`src/include/flash_pkg.sv`:
```
package flash_pkg;

  // ****************************************
  // Instruction codes
  // ****************************************
  localparam logic [7:0] OP_DUAL_IO    = 8'hbb;
  localparam logic [7:0] OP_QUAD_IO    = 8'heb;
  localparam logic [7:0] OP_WORD_QUAD  = 8'he3;
  localparam logic [7:0] OP_PAGE_PROG  = 8'h02;
  localparam logic [7:0] OP_READ_SR1   = 8'h05;
  localparam logic [7:0] OP_READ_SR2   = 8'h35;
  localparam logic [7:0] OP_WRITE_EN   = 8'h06;
  localparam logic [7:0] OP_MODE_RESET = 8'hff;
  localparam logic [3:0] CONT_KEEP     = 4'ha;

  // ****************************************
  // Frame geometry and timing
  // ****************************************
  localparam logic [5:0] ADDR_BITS       = 6'h18;
  localparam logic [5:0] BYTE_BITS       = 6'h08;
  localparam logic [5:0] QUAD_DUMMY_CLKS = 6'h04;
  localparam int         PAGE_BYTES      = 256;
  localparam int         CLK_PERIOD_NS   = 10;
  localparam int         PROG_TIME_US    = 700;
  localparam int         PROG_CYCLES_DEF = PROG_TIME_US * 1000 / CLK_PERIOD_NS;

  // ****************************************
  // Local register port map
  // ****************************************
  localparam logic [3:0]  REG_CONTROL   = 4'h0;
  localparam logic [3:0]  REG_STATUS    = 4'h4;
  localparam int          CTL_BP_LSB    = 0;
  localparam int          CTL_QE_BIT    = 3;
  localparam int          CTL_WEL_BIT   = 4;
  localparam logic [2:0]  BP_RESET      = 3'h0;
  localparam logic        QE_RESET      = 1'b0;
  localparam int          STAT_BUSY_BIT = 0;
  localparam int          STAT_WEL_BIT  = 1;
  localparam int          STAT_CONT_BIT = 2;

  typedef enum {ST_IDLE, ST_OPCODE, ST_ADDR, ST_MODE, ST_DUMMY, ST_DATA, ST_STATUS,
                ST_PROG, ST_WREN, ST_IGNORE} state_t;

  function automatic logic [23:0] shift_in(input logic [23:0] s, input logic [3:0] l,
                                           input logic [1:0] lw);
    case (lw)
      2'd2: return {s[19:0], l};
      2'd1: return {s[21:0], l[1:0]};
      default: return {s[22:0], l[0]};
    endcase
  endfunction

  function automatic logic [5:0] phase_clocks(input logic [5:0] bits, input logic [1:0] lw);
    return bits >> lw;
  endfunction

  // Higher bits go on higher lanes; single lane output leaves on lane1
  function automatic logic [3:0] out_group(input logic [7:0] b, input logic [1:0] lw);
    case (lw)
      2'd2: return b[7:4];
      2'd1: return {2'h0, b[7:6]};
      default: return {2'h0, b[7], 1'b0};
    endcase
  endfunction

  function automatic logic [3:0] drive_mask_n(input logic [1:0] lw);
    case (lw)
      2'd2: return 4'h0;
      2'd1: return 4'hc;
      default: return 4'hd;
    endcase
  endfunction

  // Upper 64 KB blocks of a 2 MB array are protected, growing with the code
  function automatic logic page_protected(input logic [23:0] a, input logic [2:0] bp);
    logic [5:0] span;
    span = 6'h01 << (bp - 3'h1);
    if (bp == 3'h0)
      return 1'b0;
    if (bp == 3'h7)
      return 1'b1;
    return {1'b0, a[20:16]} >= (6'h20 - span);
  endfunction

endpackage

```
`src/hw/pin_sync.sv`:
```
`timescale 1ns/1ns
module pin_sync #(
  parameter int WIDTH = 6
) (
  input  wire logic             clk,
  input  wire logic             reset,
  input  wire logic [WIDTH-1:0] d,
  output logic      [WIDTH-1:0] q
);
  logic [WIDTH-1:0] stage1;

  always_ff @(posedge clk) begin
    if (reset) begin
      stage1 <= '0;
      q      <= '0;
    end else begin
      stage1 <= d;
      q      <= stage1;
    end
  end
endmodule

```
`src/hw/page_buffer.sv`:
```
`timescale 1ns/1ns
module page_buffer #(
  parameter int DEPTH = 256,
  parameter int DW    = 8,
  parameter int AW    = 8
) (
  input  wire logic          clk,
  input  wire logic          reset,
  input  wire logic          clear,
  input  wire logic          wr,
  input  wire logic [AW-1:0] waddr,
  input  wire logic [DW-1:0] wdata,
  input  wire logic          rd,
  input  wire logic [AW-1:0] raddr,
  output logic      [DW-1:0] rdata,
  output logic               rvalid
);
  logic [DW-1:0]    mem [DEPTH];
  logic [DEPTH-1:0] filled;

  // Only bytes received in this frame are marked, so a partial page leaves the rest alone
  always_ff @(posedge clk) begin
    if (reset || clear) begin
      filled <= '0;
    end else if (wr) begin
      filled[waddr] <= 1'b1;
    end
  end

  always_ff @(posedge clk) begin
    if (wr) begin
      mem[waddr] <= wdata;
    end
  end

  always_ff @(posedge clk) begin
    if (reset) begin
      rdata  <= '0;
      rvalid <= 1'b0;
    end else begin
      rdata  <= mem[raddr];
      rvalid <= rd && filled[raddr];
    end
  end
endmodule

```
`src/hw/flash_cmd_engine.sv`:
```
// Design decisions made here: the address-and-strobe port and the register addresses.
`timescale 1ns/1ns
// Behaviour
// RQ1: BBh takes address two bits per clock
// RQ2: Continuation byte follows address; low nibble ignored
// RQ3: Dual read upper nibble A skips next opcode
// RQ4: Other continuation values restore opcode decoding
// RQ5: Mode reset instruction clears stored continuation
// RQ6: Host releases lanes before first data edge
// RQ7: EBh quad address, four dummy clocks, data
// RQ8: EBh only accepted with four-lane enable
// RQ9: Quad read nibble A skips EBh next
// RQ10: Host gives E3h address low nibble zero
// RQ11: E3h data follows continuation without dummies
// RQ12: E3h only accepted with four-lane enable
// RQ13: E3h nibble A skips opcode next time
// RQ14: Page program needs write latch set
// RQ15: Host sends opcode, address, data, select low
// RQ16: Program offset wraps within 256-byte page
// RQ17: Partial page leaves other bytes untouched
// RQ18: Select must rise on byte boundary
// RQ19: Busy high for program time after commit
// RQ20: Status read still works while busy
// RQ21: Write latch cleared when program finishes
// RQ22: Protected pages are never programmed
// RQ23: 05h and 35h shift status MSB first
// RQ24: Four-lane enable bit 9, protect bit 8; here bit 8 of the status always reads as zero
// RQ25: Continuation state cleared at reset
// RQ26: Higher bits on higher lanes, MSB first
module flash_cmd_engine
  import flash_pkg::*;
#(
  parameter int PROG_CYCLES = PROG_CYCLES_DEF
) (
  input  wire logic        clk,
  input  wire logic        reset,
  input  wire logic        sclk,
  input  wire logic        cs_n,
  input  wire logic [3:0]  lane_in,
  output logic      [3:0]  lane_out,
  output logic      [3:0]  lane_oe_n,
  input  wire logic [3:0]  reg_addr,
  input  wire logic [31:0] reg_wdata,
  input  wire logic        reg_wr,
  input  wire logic        reg_rd,
  output logic      [31:0] reg_rdata,
  output logic      [23:0] mem_addr,
  input  wire logic [7:0]  mem_rdata,
  output logic             prog_we,
  output logic      [23:0] prog_addr,
  output logic      [7:0]  prog_data
);

  // ****************************************
  // Pin sampling and edge detection
  // ****************************************
  logic [5:0] pins_s;
  logic       sclk_d;
  logic       cs_n_d;

  // Select is synced as active high, so the cleared chain reads as deselected
  pin_sync #(.WIDTH(6)) u_sync (
    .clk   (clk),
    .reset (reset),
    .d     ({sclk, ~cs_n, lane_in}),
    .q     (pins_s)
  );

  wire       sclk_s  = pins_s[5];
  wire       cs_n_s  = ~pins_s[4];
  wire [3:0] lanes_s = pins_s[3:0];

  always_ff @(posedge clk) begin
    if (reset) begin
      sclk_d <= 1'b0;
      cs_n_d <= 1'b1;
    end else begin
      sclk_d <= sclk_s;
      cs_n_d <= cs_n_s;
    end
  end

  wire rise    = sclk_s && !sclk_d && !cs_n_s;
  wire fall    = !sclk_s && sclk_d && !cs_n_s;
  wire cs_fall = !cs_n_s && cs_n_d;
  wire cs_rise = cs_n_s && !cs_n_d;

  // ****************************************
  // Frame state
  // ****************************************
  state_t      state;
  state_t      next_state;
  logic [7:0]  op;
  logic [1:0]  lw;
  logic [5:0]  cnt;
  logic [23:0] sh;
  logic [23:0] addr_r;
  logic [7:0]  out_byte;
  logic [2:0]  grp;
  logic        cont_valid;
  logic [7:0]  cont_op;
  logic        busy;
  logic        write_latch_flag;
  logic [2:0]  bp;
  logic        qe;
  logic [15:0] prog_page;
  logic [7:0]  prog_off;
  logic        prog_seen;
  logic [31:0] busy_cnt;
  logic [7:0]  idx_d;

  wire [23:0] sh_next = shift_in(sh, lanes_s, lw);
  wire [7:0]  opcode  = sh_next[7:0];
  wire [5:0]  phase_len = (state == ST_ADDR)  ? phase_clocks(ADDR_BITS, lw) :
                          (state == ST_MODE)  ? phase_clocks(BYTE_BITS, lw) :
                          (state == ST_DUMMY) ? QUAD_DUMMY_CLKS : BYTE_BITS;
  wire        last     = rise && (cnt == phase_len - 6'h01);
  wire        op_done  = last && (state == ST_OPCODE);
  wire        is_quad  = (opcode == OP_QUAD_IO) || (opcode == OP_WORD_QUAD);
  wire        commit   = cs_rise && (state == ST_PROG) && (cnt == 6'h00) && prog_seen &&
                         !page_protected({prog_page, 8'h00}, bp);
  wire        wren_hit = cs_rise && (state == ST_WREN) && (cnt == 6'h00);
  wire        byte_in  = last && (state == ST_PROG);
  wire        stream   = busy && (busy_cnt < 32'(PAGE_BYTES));
  wire [7:0]  sr1      = {3'h0, bp, write_latch_flag, busy};
  wire [7:0]  sr2      = {6'h00, qe, 1'b0};                   // see RQ24
  wire [1:0]  out_lw   = (state == ST_STATUS) ? 2'd0 : lw;
  wire [2:0]  grp_last = 3'(3'h7 >> out_lw);
  wire [7:0]  src_byte = (state == ST_STATUS) ? ((op == OP_READ_SR2) ? sr2 : sr1) : mem_rdata;
  wire [7:0]  cur_byte = (grp == 3'h0) ? src_byte : out_byte;
  wire        sw_wel   = reg_wr && (reg_addr == REG_CONTROL);

  // ****************************************
  // Instruction decode
  // ****************************************
  always_comb begin
    next_state = state;
    if (cs_n_s) begin
      next_state = ST_IDLE;
    end else if (cs_fall) begin
      if (cont_valid && !busy) begin
        next_state = ST_ADDR;                                  // see RQ3
      end else if (cont_valid) begin
        next_state = ST_IGNORE;
      end else begin
        next_state = ST_OPCODE;                                // see RQ4
      end
    end else if (last) begin
      case (state)
        ST_OPCODE: begin
          if (busy && opcode != OP_READ_SR1 && opcode != OP_READ_SR2) begin
            next_state = ST_IGNORE;                            // see RQ20
          end else begin
            case (opcode)
              OP_DUAL_IO: next_state = ST_ADDR;                // see RQ1
              OP_QUAD_IO, OP_WORD_QUAD: next_state = qe ? ST_ADDR : ST_IGNORE; // see RQ8 see RQ12
              OP_PAGE_PROG: next_state = write_latch_flag ? ST_ADDR : ST_IGNORE; // see RQ14
              OP_READ_SR1, OP_READ_SR2: next_state = ST_STATUS; // see RQ23
              OP_WRITE_EN: next_state = ST_WREN;
              default: next_state = ST_IGNORE;
            endcase
          end
        end
        ST_ADDR: next_state = (op == OP_PAGE_PROG) ? ST_PROG : ST_MODE;
        ST_MODE: next_state = (op == OP_QUAD_IO) ? ST_DUMMY : ST_DATA; // see RQ7 see RQ11
        ST_DUMMY: next_state = ST_DATA;
        ST_WREN: next_state = ST_IGNORE;
        default: next_state = state;
      endcase
    end
  end

  always_ff @(posedge clk) begin
    if (reset) begin
      state <= ST_IDLE;
    end else begin
      state <= next_state;
    end
  end

  always_ff @(posedge clk) begin
    if (reset) begin
      op <= 8'h00;
      lw <= 2'd0;
    end else if (cs_fall) begin
      op <= cont_valid ? cont_op : 8'h00;
      lw <= !cont_valid ? 2'd0 : (cont_op == OP_DUAL_IO) ? 2'd1 : 2'd2;
    end else if (op_done) begin
      op <= opcode;
      lw <= (opcode == OP_DUAL_IO) ? 2'd1 : is_quad ? 2'd2 : 2'd0;
    end
  end

  // Continuation state: set by a read's mode byte; a frame cut off in its address drops it
  always_ff @(posedge clk) begin
    if (reset) begin
      cont_valid <= 1'b0;                                      // see RQ25
      cont_op    <= 8'h00;
    end else if ((op_done && opcode == OP_MODE_RESET) || (cs_rise && state == ST_ADDR)) begin
      cont_valid <= 1'b0;                                      // see RQ5
    end else if (last && state == ST_MODE) begin
      cont_valid <= (sh_next[7:4] == CONT_KEEP);               // see RQ2 see RQ9 see RQ13
      cont_op    <= op;
    end
  end

  // ****************************************
  // Shift path and counters
  // ****************************************
  always_ff @(posedge clk) begin
    if (reset || cs_n_s) begin
      cnt <= 6'h00;
      sh  <= 24'h000000;
    end else if (rise) begin
      cnt <= last ? 6'h00 : cnt + 6'h01;
      sh  <= sh_next;
    end
  end

  always_ff @(posedge clk) begin
    if (reset) begin
      addr_r <= 24'h000000;
    end else if (last && state == ST_ADDR) begin
      addr_r <= sh_next;
    end
  end

  always_ff @(posedge clk) begin
    if (reset) begin
      mem_addr <= 24'h000000;
    end else if (last && state == ST_MODE) begin
      mem_addr <= addr_r;
    end else if (fall && state == ST_DATA && grp == 3'h0) begin
      mem_addr <= mem_addr + 24'h000001;
    end
  end

  // ****************************************
  // Lane output
  // ****************************************
  always_ff @(posedge clk) begin
    if (reset || cs_n_s) begin
      lane_out  <= 4'h0;
      lane_oe_n <= 4'hf;
      out_byte  <= 8'h00;
      grp       <= 3'h0;
    end else if (fall && (state == ST_DATA || state == ST_STATUS)) begin
      lane_out  <= out_group(cur_byte, out_lw);               // see RQ26
      lane_oe_n <= drive_mask_n(out_lw);                       // see RQ6
      out_byte  <= cur_byte << (4'h1 << out_lw);
      grp       <= (grp == grp_last) ? 3'h0 : grp + 3'h1;
    end
  end

  // ****************************************
  // Page program
  // ****************************************
  always_ff @(posedge clk) begin
    if (reset) begin
      prog_page <= 16'h0000;
      prog_off  <= 8'h00;
      prog_seen <= 1'b0;
    end else if (last && state == ST_ADDR) begin
      prog_page <= sh_next[23:8];
      prog_off  <= sh_next[7:0];
      prog_seen <= 1'b0;
    end else if (byte_in) begin
      prog_off  <= prog_off + 8'h01;                           // see RQ16
      prog_seen <= 1'b1;
    end
  end

  page_buffer #(.DEPTH(PAGE_BYTES), .DW(8), .AW(8)) u_page (
    .clk    (clk),
    .reset  (reset),
    .clear  (last && state == ST_ADDR),
    .wr     (byte_in),
    .waddr  (prog_off),
    .wdata  (sh_next[7:0]),
    .rd     (stream),
    .raddr  (busy_cnt[7:0]),
    .rdata  (prog_data),
    .rvalid (prog_we)                                          // see RQ17
  );

  always_ff @(posedge clk) begin
    if (reset) begin
      idx_d <= 8'h00;
    end else begin
      idx_d <= busy_cnt[7:0];
    end
  end

  assign prog_addr = {prog_page, idx_d};

  always_ff @(posedge clk) begin
    if (reset) begin
      busy     <= 1'b0;
      busy_cnt <= 32'h00000000;
    end else if (commit) begin
      busy     <= 1'b1;                                        // see RQ18 see RQ22
      busy_cnt <= 32'h00000000;
    end else if (busy) begin
      busy     <= (busy_cnt != 32'(PROG_CYCLES - 1));          // see RQ19
      busy_cnt <= busy_cnt + 32'h00000001;
    end
  end

  // ****************************************
  // Local register port
  // ****************************************
  wire busy_end = busy && (busy_cnt == 32'(PROG_CYCLES - 1));

  always_ff @(posedge clk) begin
    if (reset) begin
      write_latch_flag <= 1'b0;
      bp  <= BP_RESET;
      qe  <= QE_RESET;
    end else begin
      if (sw_wel) begin
        write_latch_flag <= reg_wdata[CTL_WEL_BIT];
        bp  <= reg_wdata[CTL_BP_LSB +: 3];
        qe  <= reg_wdata[CTL_QE_BIT];
      end else if (wren_hit) begin
        write_latch_flag <= 1'b1;
      end else if (busy_end) begin
        write_latch_flag <= 1'b0;                                           // see RQ21
      end
    end
  end

  wire [31:0] ctl_word  = {27'h0, write_latch_flag, qe, bp};
  wire [31:0] stat_word = {29'h0, cont_valid, write_latch_flag, busy};
  wire [31:0] rd_word   = (reg_addr == REG_CONTROL) ? ctl_word :
                          (reg_addr == REG_STATUS)  ? stat_word : 32'h00000000;

  always_ff @(posedge clk) begin
    if (reset) begin
      reg_rdata <= 32'h00000000;
    end else begin
      reg_rdata <= reg_rd ? rd_word : 32'h00000000;
    end
  end

  // ****************************************
  // Checks
  // ****************************************
  logic [31:0] busy_len;

  always_ff @(posedge clk) begin
    if (reset || !busy) begin
      busy_len <= 32'h00000000;
    end else begin
      busy_len <= busy_len + 32'h00000001;
    end
  end
endmodule

```
`config.mk`:
```
export PLATFORM = sky130hd
export DESIGN_NAME = flash_cmd_engine
export DESIGN_NICKNAME = d
export VERILOG_FILES = /design/src/include/flash_pkg.sv /design/src/hw/pin_sync.sv /design/src/hw/page_buffer.sv /design/src/hw/flash_cmd_engine.sv
export SDC_FILE = /design/constraint.sdc
export NUM_CORES = 2
export LEC_CHECK = 0
export ABC_AREA = 1
export ABC_CLOCK_PERIOD_IN_PS = 14050
export BUFFER_PORTS_ARGS = -buffer_cell sky130_fd_sc_hd__buf_4
export CELL_PAD_IN_SITES_DETAIL_PLACEMENT = 1
export CELL_PAD_IN_SITES_GLOBAL_PLACEMENT = 1
export CORE_MARGIN = 2
export CORE_UTILIZATION = 46
export CTS_CLUSTER_SIZE = 12
export DETAILED_ROUTE_END_ITERATION = 8
export GPL_TIMING_DRIVEN = 1
export PLACE_DENSITY_LB_ADDON = 0.1
export SLEW_MARGIN = 20
export SYNTH_ARGS = -nofsm -noshare
export SYNTH_HDL_FRONTEND = slang
export SYNTH_SLANG_ARGS = --single-unit
```
`constraint.sdc`:
```
create_clock -name clk -period 14.05 [get_ports clk]
set_input_delay 2.81 -clock clk [delete_from_list [all_inputs] [get_ports clk]]
set_output_delay 2.81 -clock clk [all_outputs]
set_load 0.1 [all_outputs]
```
==> metrics.cfg <==
[routing]
drc_errors = 0
postRouteAntennaNets = 0
routed_wl_um = 334000
vias = 75000
drtIter0Drc = 7207
route.detailed.wl_per_inst_um = 26.5
dr.max_layer_used = met5
viasPerCell = 5.94
met2_wirelength_um = 159000
met3WireLength_um = 19800
wl_met1_um = 144000
firstDrtPassIters = 6

[setup_path]
ff2ff_setup_slack_ns = 7.94
critPathMaxStageDelay_ns = 0.87
crit_chain = buf_4, buf_4, buf_4, buf_4, nor2_1, nor2_1, o21ai_0, o211ai_1, nand3_1, nand3_1, nand2_1, nand2_1, inv_1, nand2_1, nand2_1, nand2_1, inv_1, a21oi_1
regToRegStartpoint = busy_cnt[0]
cp_data_arrival_time_ns = 6.94
crit_path_start_kind = flop
r2r_cells = 18
worst-setup-path-type = flop to flop
end_kind = flop
startpoint = busy_cnt[0]
worst-path-max-fanout = 92
crit_top_cell = nand2_1
cp_slowest_cell = buf_4
cp.required_ns = 14.88

[die]
die_w_um = 479
die_area_mm2 = 0.230
io_pins = 151
die_height_um = 479
start_util_pct = 46.2
core_mm2 = 0.225
placement_rows = 174

[outcome]
status = completed

[yosys]
async_reset_ff_share_pct = 0
syn_inst = 9595
synth-warning-count = 0
synth_edf_count = 2048
ys_types = 52
synth_ff_type = edfxtp_1
ys_seq_area_share_pct = 68.0
syn_area_mm2 = 0.104
yosysTopAreaCell = edfxtp_1
synth_common_cells = edfxtp_1 (2048), nor2_1 (1772), o21ai_0 (1271)
synth_top_area_share_pct = 59.2
synthTopCellsByArea = edfxtp_1 (59%), dfxtp_1 (8.8%), nor2_1 (6.4%)
yosysMostFrequentCell = edfxtp_1
avgSynthCellArea_um2 = 10.8
synth-seq-cells = 2505

[power]
p_leak_nw = 34.8
finalPower_w = 0.0152
peakVddDrop_mv = 0.126
powerDensity_mw_per_mm2 = 132

[sta]
period_needed_ns = 6.11
fmax_mhz = 164
finClkSkew_ns = 0.0591
hold_violations = 0
slew_violations = 0
maxSlewHeadroom_pct = 23.7
rsz0062_at_grt = no
final.period_utilization_pct = 43.5
worstMarginPinSlew_ns = 1.14
setup_violations = 0
tns_ns = 0

[final_layout]
syn_to_final_growth_pct = 11.1
drive_above_1_share_pct = 7.76
nets = 9532

[global_route]
grt_pass1_vias = 76500
grt_use_total_pct = 28.6
grt_pass1_wl_um = 496000
grt.overflow.total = 0
antenna_found_initial = 15
grt_start_max_net_pins = 212

[cts]
cts.repair.resized = 0
clk_path_buf_depth = 4
numCtsBuffers = 292
cts_setup_buffers = 0
root_buffer = clkbuf_16
htreeDepth = 5
cts_tree = yes
clk_pin_slew_ns = 0.06
worstSkewPairLatency_ns = 0.95
cts_hold_buf = 0
clkSinkCount = 2505

[place]
gp_congestion = 0.845
hpwlAfterDp_um = 189000
io_buffers = 96

[min_path]
min_from = u_sync.stage1[0]
worstHoldPathType = flop to flop
hold_depth = 2

[run]
maxCapViolations = 0

==> per-stage QoR <==
step	util, %	hold slack [ns]	worst slack (ns)	instances	area [um^2]
6_report	51.4	0.412	7.94	12600	115000
5_1_grt	51.4	0.425	7.59	12600	115000
2_1_floorplan	-	0.388	0.663	9621	104000
3_3_place_gp	47.5	0.388	8.17	12100	107000
3_5_place_dp	47.5	0.403	8.17	12100	107000
4_1_cts	51.3	0.413	8.10	12600	115000
==> cell type report <==
cell class                 instances  area, um^2
multi-input combinational       5910       28400
antenna                            1        2.50
tap                             2992        3740
timing repair buffer             236        1880
clock buffer                     376        7860
clock inverter                   110         851
sequential                      2505       70700
inverter                         506        1940
fill                           23700      109000
==> cells by family after synthesis <==
group                    synth area share (%)
AO/OA/AOI/OAI                            12.6
buffers and inverters                    4.81
other                                 0.00361
XOR/XNOR                                0.422
flip-flops                               68.0
AND/OR/NAND/NOR                          13.8
adder cells (fa/ha/maj)                 0.325
==> power by group <==
part	switching [W]	total (W)	internal (W)	leakage (nW)
Sequential	0.00000524	0.00796	0.00795	19.3
Combinational	0.000131	0.000153	0.0000221	11.2
Clock	0.00297	0.00713	0.00416	4.27
==> cell usage in the layout (no fill, tap or decap), drive strengths merged, types with 286 or more instances in the layout <==
master,n
edfxtp,2048
dfxtp,457
o21ai,1271
nand2,832
inv,499
o22ai,286
nor2,1803
a21oi,501
nand3,681
clkbuf,376
==> layer usage <==
metal,GRT usage [%],up-vias
met1,39.4,38500
met2,46.8,2333
met5,0,-
met4,9.77,6
met3,3.82,568
li1,-,33600
==> flip-flops by register name, indices dropped and copies added (netlist names), 2 cells and up <==
signal / flops
grp: 3
mem_addr: 24
reg_rdata: 5
u_page.mem: 2048
lane_out: 4
sh: 23
addr_r: 24
u_page.filled: 256
prog_off: 8
u_page.rdata: 8
cont_op: 8
lane_oe_n: 3
u_sync.q: 6
out_byte: 8
op: 8
idx_d: 8
bp: 3
u_sync.stage1: 6
state: 4
busy_cnt: 32
cnt: 6
lw: 2
==> worst paths after layout <==
check,endpoint
setup reg to reg,u_page.rdata[5]
hold / removal,u_sync.q[0]
hold reg to reg,u_sync.q[0]
setup / recovery,u_page.rdata[5]
==> critical path: cells and delay by family (launching register included) <==
family | cells | cell delay [ns]
AOI/OAI and AO/OA | 3 | 0.49
DFF | 1 | 0.62
buffers and inverters | 6 | 3.38
and+or+nand+nor | 9 | 1.24
Note: power is estimated with default switching activity, not from simulation.
